<file path="src/pkg/vslm_defs.svh">
`ifndef VSLM_DEFS_SVH
`define VSLM_DEFS_SVH

// Diagnostic byte addresses of the published source information.
`define VSLM_OFS_SRC_TYPE      8'h19
`define VSLM_OFS_TOT_PIX       8'h1a
`define VSLM_OFS_TOT_LINES     8'h1c
`define VSLM_OFS_ACT_PIX       8'h1e
`define VSLM_OFS_ACT_LINES     8'h20
`define VSLM_OFS_LAST          8'h21

// Source type byte fields.
`define VSLM_SRC_LOST_BIT      3
`define VSLM_SRC_NONE          3'h0
`define VSLM_SRC_PARALLEL      3'h1
`define VSLM_SRC_OLDI          3'h2
`define VSLM_SRC_TPG           3'h3
`define VSLM_SRC_SPLASH        3'h4

// Error codes.
`define VSLM_ERR_LINES         12'd665
`define VSLM_ERR_PIXELS        12'd666
`define VSLM_ERR_PCLK_OLDI     12'd671
`define VSLM_ERR_PCLK_PAR      12'd674
`define VSLM_ERR_PCLK_HIGH     12'd676
`define VSLM_ERR_PCLK_LOW      12'd677
`define VSLM_ERR_VS_HIGH       12'd678
`define VSLM_ERR_VS_LOW        12'd679
`define VSLM_ERR_LOST          12'd913
`define VSLM_ERR_LOST_ALT      12'd914
`define VSLM_ERR_VS_TIMEOUT    12'd946

// Missing vsync timeout: time in microseconds and cycles at 40 MHz.
`define VSLM_CLK_MHZ           40
`define VSLM_VS_TIMEOUT_US     100000
`define VSLM_VS_TIMEOUT_CYC    (`VSLM_VS_TIMEOUT_US * `VSLM_CLK_MHZ)

`endif

</file>
<file path="src/pkg/vslm_pkg.sv">
package vslm_pkg;

    typedef enum logic [1:0] {
        VSLM_ST_STANDBY,
        VSLM_ST_EXTERNAL,
        VSLM_ST_ALTERNATE,
        VSLM_ST_DARK
    } vslm_mode_t;

    typedef struct packed {
        logic [31:0] pclk_min;
        logic [31:0] pclk_max;
        logic [31:0] vs_min;
        logic [31:0] vs_max;
        logic [15:0] act_lines;
        logic [15:0] act_pixels;
        logic        auto_recover;
        logic        alt_is_splash;
        logic        port_is_oldi;
    } vslm_cfg_t;

    typedef struct packed {
        logic        vs;
        logic        hs;
        logic        de;
        logic        pclk;
    } vslm_vid_t;

    typedef struct packed {
        logic        valid;
        logic [11:0] code;
    } vslm_err_t;

    typedef struct packed {
        vslm_vid_t   s1;
        vslm_vid_t   s2;
        vslm_vid_t   s3;
        vslm_mode_t  mode;
        logic        seen_valid;
        logic        failed;
        logic [31:0] frm_cyc;
        logic [15:0] pclk_cnt;
        logic [31:0] pclk_frm;
        logic [15:0] pix_cnt;
        logic [15:0] tot_pix_cnt;
        logic [15:0] line_cnt;
        logic [15:0] tot_line_cnt;
        logic [15:0] last_pix;
        logic [15:0] last_tot_pix;
        logic        frame_ok;
        logic        have_frame;
        logic [11:0] frm_code;
        logic [8:0][7:0] mem;
        vslm_err_t   err;
        logic        illum;
        logic [7:0]  rd_data;
    } vslm_state_t;

endpackage

</file>
<file path="src/vslm_monitor.sv">
`timescale 1ns/10ps
// Behaviour
// RQ1: Each frame check vsync, pixel clock, active lines and active pixels while external.
// RQ2: Vsync frequency outside configured min/max fails the source.
// RQ3: Pixel clock frequency outside configured limits fails the source.
// RQ4: Active line count unequal to vertical resolution flags failure.
// RQ5: Active pixel count unequal to horizontal resolution flags failure.
// RQ6: Auto-recover zero keeps alternate image until host selects external again.
// RQ7: Auto-recover one returns to external video once checks pass.
// RQ8: Failure of an initially good source shows the configured alternate image.
// RQ9: Source bad during configuration or move to display shows no image.
// RQ10: Standby to display with bad source stays in standby, logs error.
// RQ11: Source select with bad source disables illumination, logs error.
// RQ12: Valid source turning invalid shows alternate image, logs error.
// RQ13: Invalid source turning valid returns to external only with auto-recover.
// RQ14: Distinct error codes for line count and pixel count mismatch.
// RQ15: Separate pixel clock error codes for OpenLDI and parallel ports.
// RQ16: Distinct error codes for pixel clock above and below range.
// RQ17: Distinct error codes for vsync above maximum and below minimum.
// RQ18: Codes for source lost, and lost with failed alternate switch.
// RQ19: Dedicated code when expected vsync does not arrive in time.
// RQ20: Byte 25 holds source type with lost flag in bit 3.
// RQ21: Bytes 26 to 33 hold source timing, zero while internal image shown.
// RQ22: Diagnostic clear zeroes selected bytes until the next update.
// RQ23: Count lines and pixels per frame, latch at each vsync edge.
`include "vslm_defs.svh"
module vslm_monitor
    import vslm_pkg::*;
#(
    parameter int unsigned VS_TIMEOUT_CYC = `VSLM_VS_TIMEOUT_CYC
) (
    input  wire logic       clk_sys,
    input  wire logic       rst,
    input  wire vslm_vid_t  vid_in,
    input  wire vslm_cfg_t  cfg,
    input  wire logic       display_req,
    input  wire logic       standby_req,
    input  wire logic       source_sel_req,
    input  wire logic       alt_fail,
    input  wire logic [7:0] diag_addr,
    input  wire logic       diag_clr,
    output logic [7:0]      diag_rdata,
    output vslm_mode_t      mode,
    output logic            illum_en,
    output vslm_err_t       err
);

    vslm_state_t r;
    vslm_state_t n;

    logic       vs_rise;
    logic       hs_rise;
    logic       de_fall;
    logic       pclk_rise;
    logic       timeout;
    logic       lines_bad;
    logic       pix_bad;
    logic       pclk_hi;
    logic       pclk_lo;
    logic       vs_hi;
    logic       vs_lo;
    logic       src_ok;
    logic [2:0] src_code;
    logic [7:0] src_byte;
    logic [11:0] code;

    // Inputs come from the source's domain; s1 feeds only s2.
    assign vs_rise   = r.s2.vs & ~r.s3.vs;
    assign hs_rise   = r.s2.hs & ~r.s3.hs;
    assign de_fall   = ~r.s2.de & r.s3.de;
    assign pclk_rise = r.s2.pclk & ~r.s3.pclk;
    assign timeout   = r.frm_cyc >= VS_TIMEOUT_CYC;

    always_comb begin
        // Frame period in sys cycles and pixel clocks per frame at vsync.
        lines_bad = r.line_cnt != cfg.act_lines; // RQ4
        pix_bad   = r.last_pix != cfg.act_pixels; // RQ5
        pclk_hi   = r.pclk_frm > cfg.pclk_max; // RQ3
        pclk_lo   = r.pclk_frm < cfg.pclk_min; // RQ3
        // Vsync frequency is inverse to frame period.
        vs_hi     = r.frm_cyc < cfg.vs_min; // RQ2
        vs_lo     = r.frm_cyc > cfg.vs_max; // RQ2
        src_ok    = !(lines_bad || pix_bad || pclk_hi || pclk_lo || vs_hi || vs_lo);
        code      = 12'h000;
        if (vs_lo) begin
            code = `VSLM_ERR_VS_LOW; // RQ17
        end else if (vs_hi) begin
            code = `VSLM_ERR_VS_HIGH; // RQ17
        end else if (pclk_hi) begin
            code = `VSLM_ERR_PCLK_HIGH; // RQ16
        end else if (pclk_lo) begin
            code = `VSLM_ERR_PCLK_LOW; // RQ16
        end else if (lines_bad) begin
            code = `VSLM_ERR_LINES; // RQ14
        end else if (pix_bad) begin
            code = `VSLM_ERR_PIXELS; // RQ14
        end
    end

    always_comb begin
        case (r.mode)
            VSLM_ST_EXTERNAL: src_code = cfg.port_is_oldi ? `VSLM_SRC_OLDI : `VSLM_SRC_PARALLEL;
            VSLM_ST_ALTERNATE: src_code = cfg.alt_is_splash ? `VSLM_SRC_SPLASH : `VSLM_SRC_TPG;
            default: src_code = `VSLM_SRC_NONE;
        endcase
        src_byte = {5'h00, src_code};
        src_byte[`VSLM_SRC_LOST_BIT] = r.failed; // RQ20
    end

    always_comb begin
        n = r;
        n.s1 = vid_in;
        n.s2 = r.s1;
        n.s3 = r.s2;
        n.err.valid = 1'b0;
        n.err.code  = r.err.code;
        if (!timeout) begin
            n.frm_cyc = r.frm_cyc + 32'h1;
        end
        if (pclk_rise) begin
            n.pclk_cnt    = r.pclk_cnt + 16'h1;
            n.pclk_frm    = r.pclk_frm + 32'h1;
            n.tot_pix_cnt = r.tot_pix_cnt + 16'h1;
            if (r.s2.de) begin
                n.pix_cnt = r.pix_cnt + 16'h1; // RQ23
            end
        end
        if (de_fall) begin
            n.line_cnt = r.line_cnt + 16'h1; // RQ23
            n.last_pix = r.pix_cnt; // RQ23
            n.pix_cnt  = 16'h0;
        end
        if (hs_rise) begin
            n.tot_line_cnt = r.tot_line_cnt + 16'h1;
            n.last_tot_pix = r.tot_pix_cnt;
            n.tot_pix_cnt  = 16'h0;
        end

        if (vs_rise) begin
            // One full frame evaluated per vsync edge.
            n.frame_ok   = src_ok; // RQ1
            n.have_frame = 1'b1;
            n.frm_cyc    = 32'h0;
            n.pclk_frm   = 32'h0;
            n.line_cnt   = 16'h0;
            // The first line's hsync shares this edge, so it counts as line one.
            n.tot_line_cnt = hs_rise ? 16'h1 : 16'h0;
            // The reason for this verdict is kept for requests refused later.
            n.frm_code   = code;
            n.pix_cnt    = 16'h0;
            if (r.mode == VSLM_ST_EXTERNAL && src_ok) begin
                {n.mem[1], n.mem[2]} = {r.last_tot_pix[7:0], r.last_tot_pix[15:8]}; // RQ21
                {n.mem[3], n.mem[4]} = {r.tot_line_cnt[7:0], r.tot_line_cnt[15:8]}; // RQ21
                {n.mem[5], n.mem[6]} = {r.last_pix[7:0], r.last_pix[15:8]}; // RQ21
                {n.mem[7], n.mem[8]} = {r.line_cnt[7:0], r.line_cnt[15:8]}; // RQ21
            end
        end else if (timeout) begin
            n.frame_ok   = 1'b0;
            n.have_frame = 1'b1;
        end

        case (r.mode)
            VSLM_ST_STANDBY: begin
                if (display_req) begin
                    if (r.frame_ok && !timeout) begin
                        n.mode  = VSLM_ST_EXTERNAL; // RQ10
                        n.illum = 1'b1;
                        n.failed = 1'b0;
                    end else begin
                        n.err.valid = 1'b1; // RQ10 RQ9
                        n.err.code  = timeout ? `VSLM_ERR_VS_TIMEOUT : r.frm_code;
                    end
                end
            end
            VSLM_ST_EXTERNAL: begin
                if (timeout || (vs_rise && !src_ok)) begin
                    // A source already bad when selected gets no image.
                    n.err.valid = 1'b1; // RQ12
                    n.failed    = 1'b1;
                    if (!r.seen_valid) begin
                        n.mode  = VSLM_ST_DARK; // RQ9
                        n.illum = 1'b0;
                        n.err.code = timeout ? `VSLM_ERR_VS_TIMEOUT : code;
                    end else if (alt_fail) begin
                        n.mode  = VSLM_ST_DARK;
                        n.illum = 1'b0;
                        n.err.code = `VSLM_ERR_LOST_ALT; // RQ18
                    end else begin
                        n.mode  = VSLM_ST_ALTERNATE; // RQ8 RQ12
                        n.err.code = timeout ? `VSLM_ERR_VS_TIMEOUT : // RQ19
                                     (pclk_hi || pclk_lo) ?
                                     (cfg.port_is_oldi ? `VSLM_ERR_PCLK_OLDI
                                                       : `VSLM_ERR_PCLK_PAR) // RQ15
                                     : `VSLM_ERR_LOST; // RQ18
                    end
                end else if (vs_rise) begin
                    n.seen_valid = 1'b1;
                end
            end
            VSLM_ST_ALTERNATE, VSLM_ST_DARK: begin
                if (cfg.auto_recover && vs_rise && src_ok && r.seen_valid) begin
                    n.mode   = VSLM_ST_EXTERNAL; // RQ7 RQ13
                    n.illum  = 1'b1;
                    n.failed = 1'b0;
                end
            end
            default: n.mode = VSLM_ST_STANDBY;
        endcase

        // Host source select outside standby re-enters external video if the last frame passed, else goes dark (RQ6 release path).
        if (source_sel_req && r.mode != VSLM_ST_STANDBY) begin
            if (r.frame_ok && !timeout) begin
                n.mode   = VSLM_ST_EXTERNAL; // RQ6
                n.illum  = 1'b1;
                n.failed = 1'b0;
                n.seen_valid = 1'b0;
            end else begin
                n.mode  = VSLM_ST_DARK; // RQ11
                n.illum = 1'b0;
                n.err.valid = 1'b1; // RQ11
                n.err.code  = timeout ? `VSLM_ERR_VS_TIMEOUT : r.frm_code;
            end
        end
        if (standby_req) begin
            n.mode  = VSLM_ST_STANDBY;
            n.illum = 1'b0;
            n.seen_valid = 1'b0;
        end

        // Source change rewrites the type byte; timing zeroed when internal.
        if (n.mode != r.mode || n.failed != r.failed) begin
            n.mem[0] = src_byte; // RQ20
            if (n.mode != VSLM_ST_EXTERNAL) begin
                for (int i = 1; i < 9; i++) begin
                    n.mem[i] = 8'h00; // RQ21
                end
            end
        end
        n.mem[0] = (r.mem[0] != src_byte) ? src_byte : n.mem[0];
        if (diag_clr && diag_addr >= `VSLM_OFS_SRC_TYPE && diag_addr <= `VSLM_OFS_LAST) begin
            n.mem[diag_addr - `VSLM_OFS_SRC_TYPE] = 8'h00; // RQ22
        end

        if (diag_addr >= `VSLM_OFS_SRC_TYPE && diag_addr <= `VSLM_OFS_LAST) begin
            n.rd_data = r.mem[diag_addr - `VSLM_OFS_SRC_TYPE];
        end else begin
            n.rd_data = 8'h00;
        end
    end

    always_ff @(posedge clk_sys) begin
        if (rst) begin
            r <= '0;
        end else begin
            r <= n;
        end
    end

    assign diag_rdata = r.rd_data;
    assign mode       = r.mode;
    assign illum_en   = r.illum;
    assign err        = r.err;

endmodule

</file>
<file path="config.mk">
export PLATFORM = sky130hd
export DESIGN_NAME = vslm_monitor
export DESIGN_NICKNAME = d
export VERILOG_FILES = /design/src/pkg/vslm_pkg.sv /design/src/vslm_monitor.sv
export VERILOG_INCLUDE_DIRS = /design/src /design/src/pkg
export SDC_FILE = /design/constraint.sdc
export NUM_CORES = 1
export LEC_CHECK = 0
export BUFFER_PORTS_ARGS = -buffer_cell sky130_fd_sc_hd__buf_2
export CORE_ASPECT_RATIO = 0.6
export CORE_MARGIN = 5
export CORE_UTILIZATION = 35
export CTS_CLUSTER_DIAMETER = 150
export CTS_CLUSTER_SIZE = 16
export DETAILED_ROUTE_END_ITERATION = 10
export RECOVER_POWER = 25
export SLEW_MARGIN = 25
export SYNTH_ARGS = -nofsm -noshare
export SYNTH_HDL_FRONTEND = slang
export SYNTH_SLANG_ARGS = --single-unit
export TNS_END_PERCENT = 1
</file>
<file path="constraint.sdc">
create_clock -name clk_sys -period 7.99 [get_ports clk_sys]
set_clock_uncertainty 0.05 [all_clocks]
set_input_delay 0.3995 -clock clk_sys [delete_from_list [all_inputs] [get_ports clk_sys]]
set_output_delay 0.3995 -clock clk_sys [all_outputs]
set_load 0.02 [all_outputs]
</file>
==> impl_metrics.env <==
export IMPL_syn_avg_cell_area_um2=8.76
export IMPL_drive_above_1_share_pct=15.6
export IMPL_cts_buffer_depth=3
export IMPL_syn_cell_area_um2=16200
export IMPL_power_density_nw_per_um2=142
export IMPL_path_common_cell="clkbuf_1"
export IMPL_grt_pass1_wl_mm=71.2
export IMPL_nets=2312
export IMPL_final_common_cell="dfxtp_1"
export IMPL_crit_buf_inv=4
export IMPL_tightest_slew_ps=3200
export IMPL_violations="max-capacitance violations, max-slew violations"
export IMPL_path_clk_slew_ps=80
export IMPL_fin_crit_sh_pct=63.6
export IMPL_area_growth_pct=11.7
export IMPL_slowest_stage="clkbuf_1"
export IMPL_critPathKind="in -> reg"
export IMPL_synth_area_top_cells="dfxtp_1 (34%), ha_1 (11%), xor2_1 (4.5%), nand2_1 (4.1%), nor2_1 (3.8%)"
export IMPL_cts_buffers=21
export IMPL_place_gp_congestion=0.885
export IMPL_start_util_pct=35.2
export IMPL_dieArea_um2=50900
export IMPL_cp_required_ps=8310
export IMPL_synth_largest_area_cell="dfxtp_1"
export IMPL_core_area_um2=46000
export IMPL_rsz0062_at_grt="no"
export IMPL_min_path_type="in -> reg"
export IMPL_route_antenna_remaining_nets=0
export IMPL_status="finished, violations left"
export IMPL_setup_viol=0
export IMPL_max_cap_violations=1
export IMPL_drc=0
export IMPL_via_per_inst=5.15
export IMPL_synth_edf_count=0
export IMPL_synth_warnings=0
export IMPL_cts_max_level=1
export IMPL_path_cells="clkbuf_1 -> clkbuf_1 -> inv_1 -> o211ai_1 -> buf_4 -> a211oi_2"
export IMPL_worst_slack_ps=2910
export IMPL_die_w_um=288
export IMPL_grt_usage_pct=17.1
export IMPL_critPathTopFamily="buffers and inverters"
export IMPL_slew_headroom_pct=-113
export IMPL_antenna_found_initial=2
export IMPL_cts_tree="yes"
export IMPL_critPathArrivalTime_ps=5400
export IMPL_setup_worst_path_start_class="input pin"
export IMPL_num_rows=61
export IMPL_drt_pass1_iterations=5
export IMPL_ios=206
export IMPL_grt_max_degree=85
export IMPL_period_needed_ps=5080
export IMPL_cts_root_buffer="clkbuf_16"
export IMPL_hold_viol=0
export IMPL_synth_top_area_share_pct=34.1
export IMPL_die_height_um=177
export IMPL_ys_types=81
export IMPL_vias=13500
export IMPL_cp_max_fo=61
export IMPL_setup_tns_ps=0
export IMPL_insertion_delay_ps=540
export IMPL_worstSetupEndpointType="register"
export IMPL_synth_flop_cell="dfxtp_1"
export IMPL_leakage_uw=0.00742
export IMPL_drt_total_wl_mm=45.4
export IMPL_synth_cells=1851
export IMPL_clock_fmax_mhz=197
export IMPL_synth_seq_cells=276
export IMPL_layout_filler_cells=4607
export IMPL_port_buffers=205
export IMPL_pre_cts_slack_ps=3480
export IMPL_hpwl_mm=34.7
export IMPL_synth_seq_area_share_pct=34.1
export IMPL_wl_per_cell_um=17.4
export IMPL_async_reset_ff_share_pct=0
export IMPL_overflow=0
export IMPL_drt_first_iter_violations=982
export IMPL_grt_pass1_vias=13000
export IMPL_critPathMaxStageDelay_ps=2250
export IMPL_drv_slew=62
export IMPL_cts_setup_buffers=0
export IMPL_ir_worst_vdd_mv=0.107
export IMPL_clock_sinks=276
export IMPL_final_cell_mix="dfxtp_1 (276), buf_2 (181), nand2_1 (174)"
==> cell usage after synthesis, types with 3 or more instances <==
cell and number:
a21o_1 12, dfxtp_1 276, nor2_1 165, a2bb2oi_1 3, a22oi_1 10, xor2_1 83
and3_1 34, buf_2 8, ha_1 142, a211oi_1 21, or4_1 4, clkbuf_1 49
inv_1 147, nand4_1 55, nand2b_1 13, a221oi_1 7, a22o_1 3, mux2_2 16
nor2b_1 25, a211oi_2 40, a311oi_1 3, mux4_2 16, buf_6 9, o21a_1 16
xnor2_1 51, nor3_1 15, o31ai_1 6, nand3_1 59, buf_4 25, and2_1 13
a31o_2 5, nand2_1 175, o211ai_1 5, a31oi_1 4, o21ai_0 54, buf_1 14
a21oi_1 118, and4_1 14, nor4_1 10, mux2i_1 61, or3_1 16
==> cells by family (layout without fill, tap and decap cells) <==
kind of cell               count (synthesis)  in the layout  share of synthesized area, %
other                                      1              5                        0.0231
AOI/OAI and AO/OA                        345            345                          15.6
DFF                                      276            276                          34.1
and+or+nand+nor                          608            608                          18.2
adders and majority gates                142            142                          11.0
muxes                                     93             93                          7.10
xor gates and xnor gates                 134            134                          7.24
buffers and inverters                    252            386                          6.89
==> routing by layer <==
metal	GRT usage, %	wire length [um]
met1	26.7	23200
met2	25.2	18900
met3	2.23	2490
met4	3.41	863
met5	0	0
==> where the power goes <==
| group | switching, uW | internal (uW) | total (uW) |
|---|---|---|---|
| Clock | 503 | 473 | 975 |
| Sequential | 7.57 | 1380 | 1390 |
| Combinational | 122 | 85.5 | 208 |
| Total | 632 | 1940 | 2570 |
==> final timing paths <==
kind / cells after the start / slack, ps / to / start
hold / removal: 2 / 40 / n[295] / vid_in[3]
setup reg to reg: 12 / 3590 / r[63] / r[214]
hold reg to reg: 1 / 370 / n[288] / n[292]
setup / recovery: 6 / 2910 / r[63] / rst
==> state kept, by name (all words and copies together) (netlist names) <==
name        cells
r             244
diag_rdata      8
illum_en        1
mode            2
err            13
n               8
==> metrics by stage <==
step	std cells	power [uW]	instance area [um2]	hold WS, ps	util (%)
2_1_floorplan	1854	1550	16200	364	-
3_3_place_gp	2593	1620	17600	370	38.1
3_5_place_dp	2593	1630	17600	370	38.1
4_1_cts	2617	2610	18100	16.1	39.4
5_1_grt	2619	2690	18100	26.0	39.4
6_report	2619	2570	18100	42.7	39.4
==> cell type report <==
type / instances / area (um2) / share of cell area, %
diodes: 1 / 2.50 / 0.0138
clock buffers: 21 / 526 / 2.90
clock inverters: 2 / 25.0 / 0.138
inverters: 147 / 552 / 3.05
multi-input cells: 1326 / 9600 / 53.0
flip-flops and latches: 276 / 5530 / 30.5
well taps: 630 / 788 / 4.35
repair buffers: 216 / 1100 / 6.06
==> worst reg2reg max path, delay by kind of cell, from the launching register on <==
kind	cells	cell delay, ps
flip-flops	1	360
buffers and inverters	1	700
adder cells (fa/ha/maj)	1	340
AND/OR/NAND/NOR	3	1110
AO/OA/AOI/OAI	7	1680
==> what timing repair did <==
item                      CTS  global route
hold buffers                1             0
resized for setup           0             0
hold endpoints to repair    1             0
Note: power is estimated with default switching activity, not from simulation.
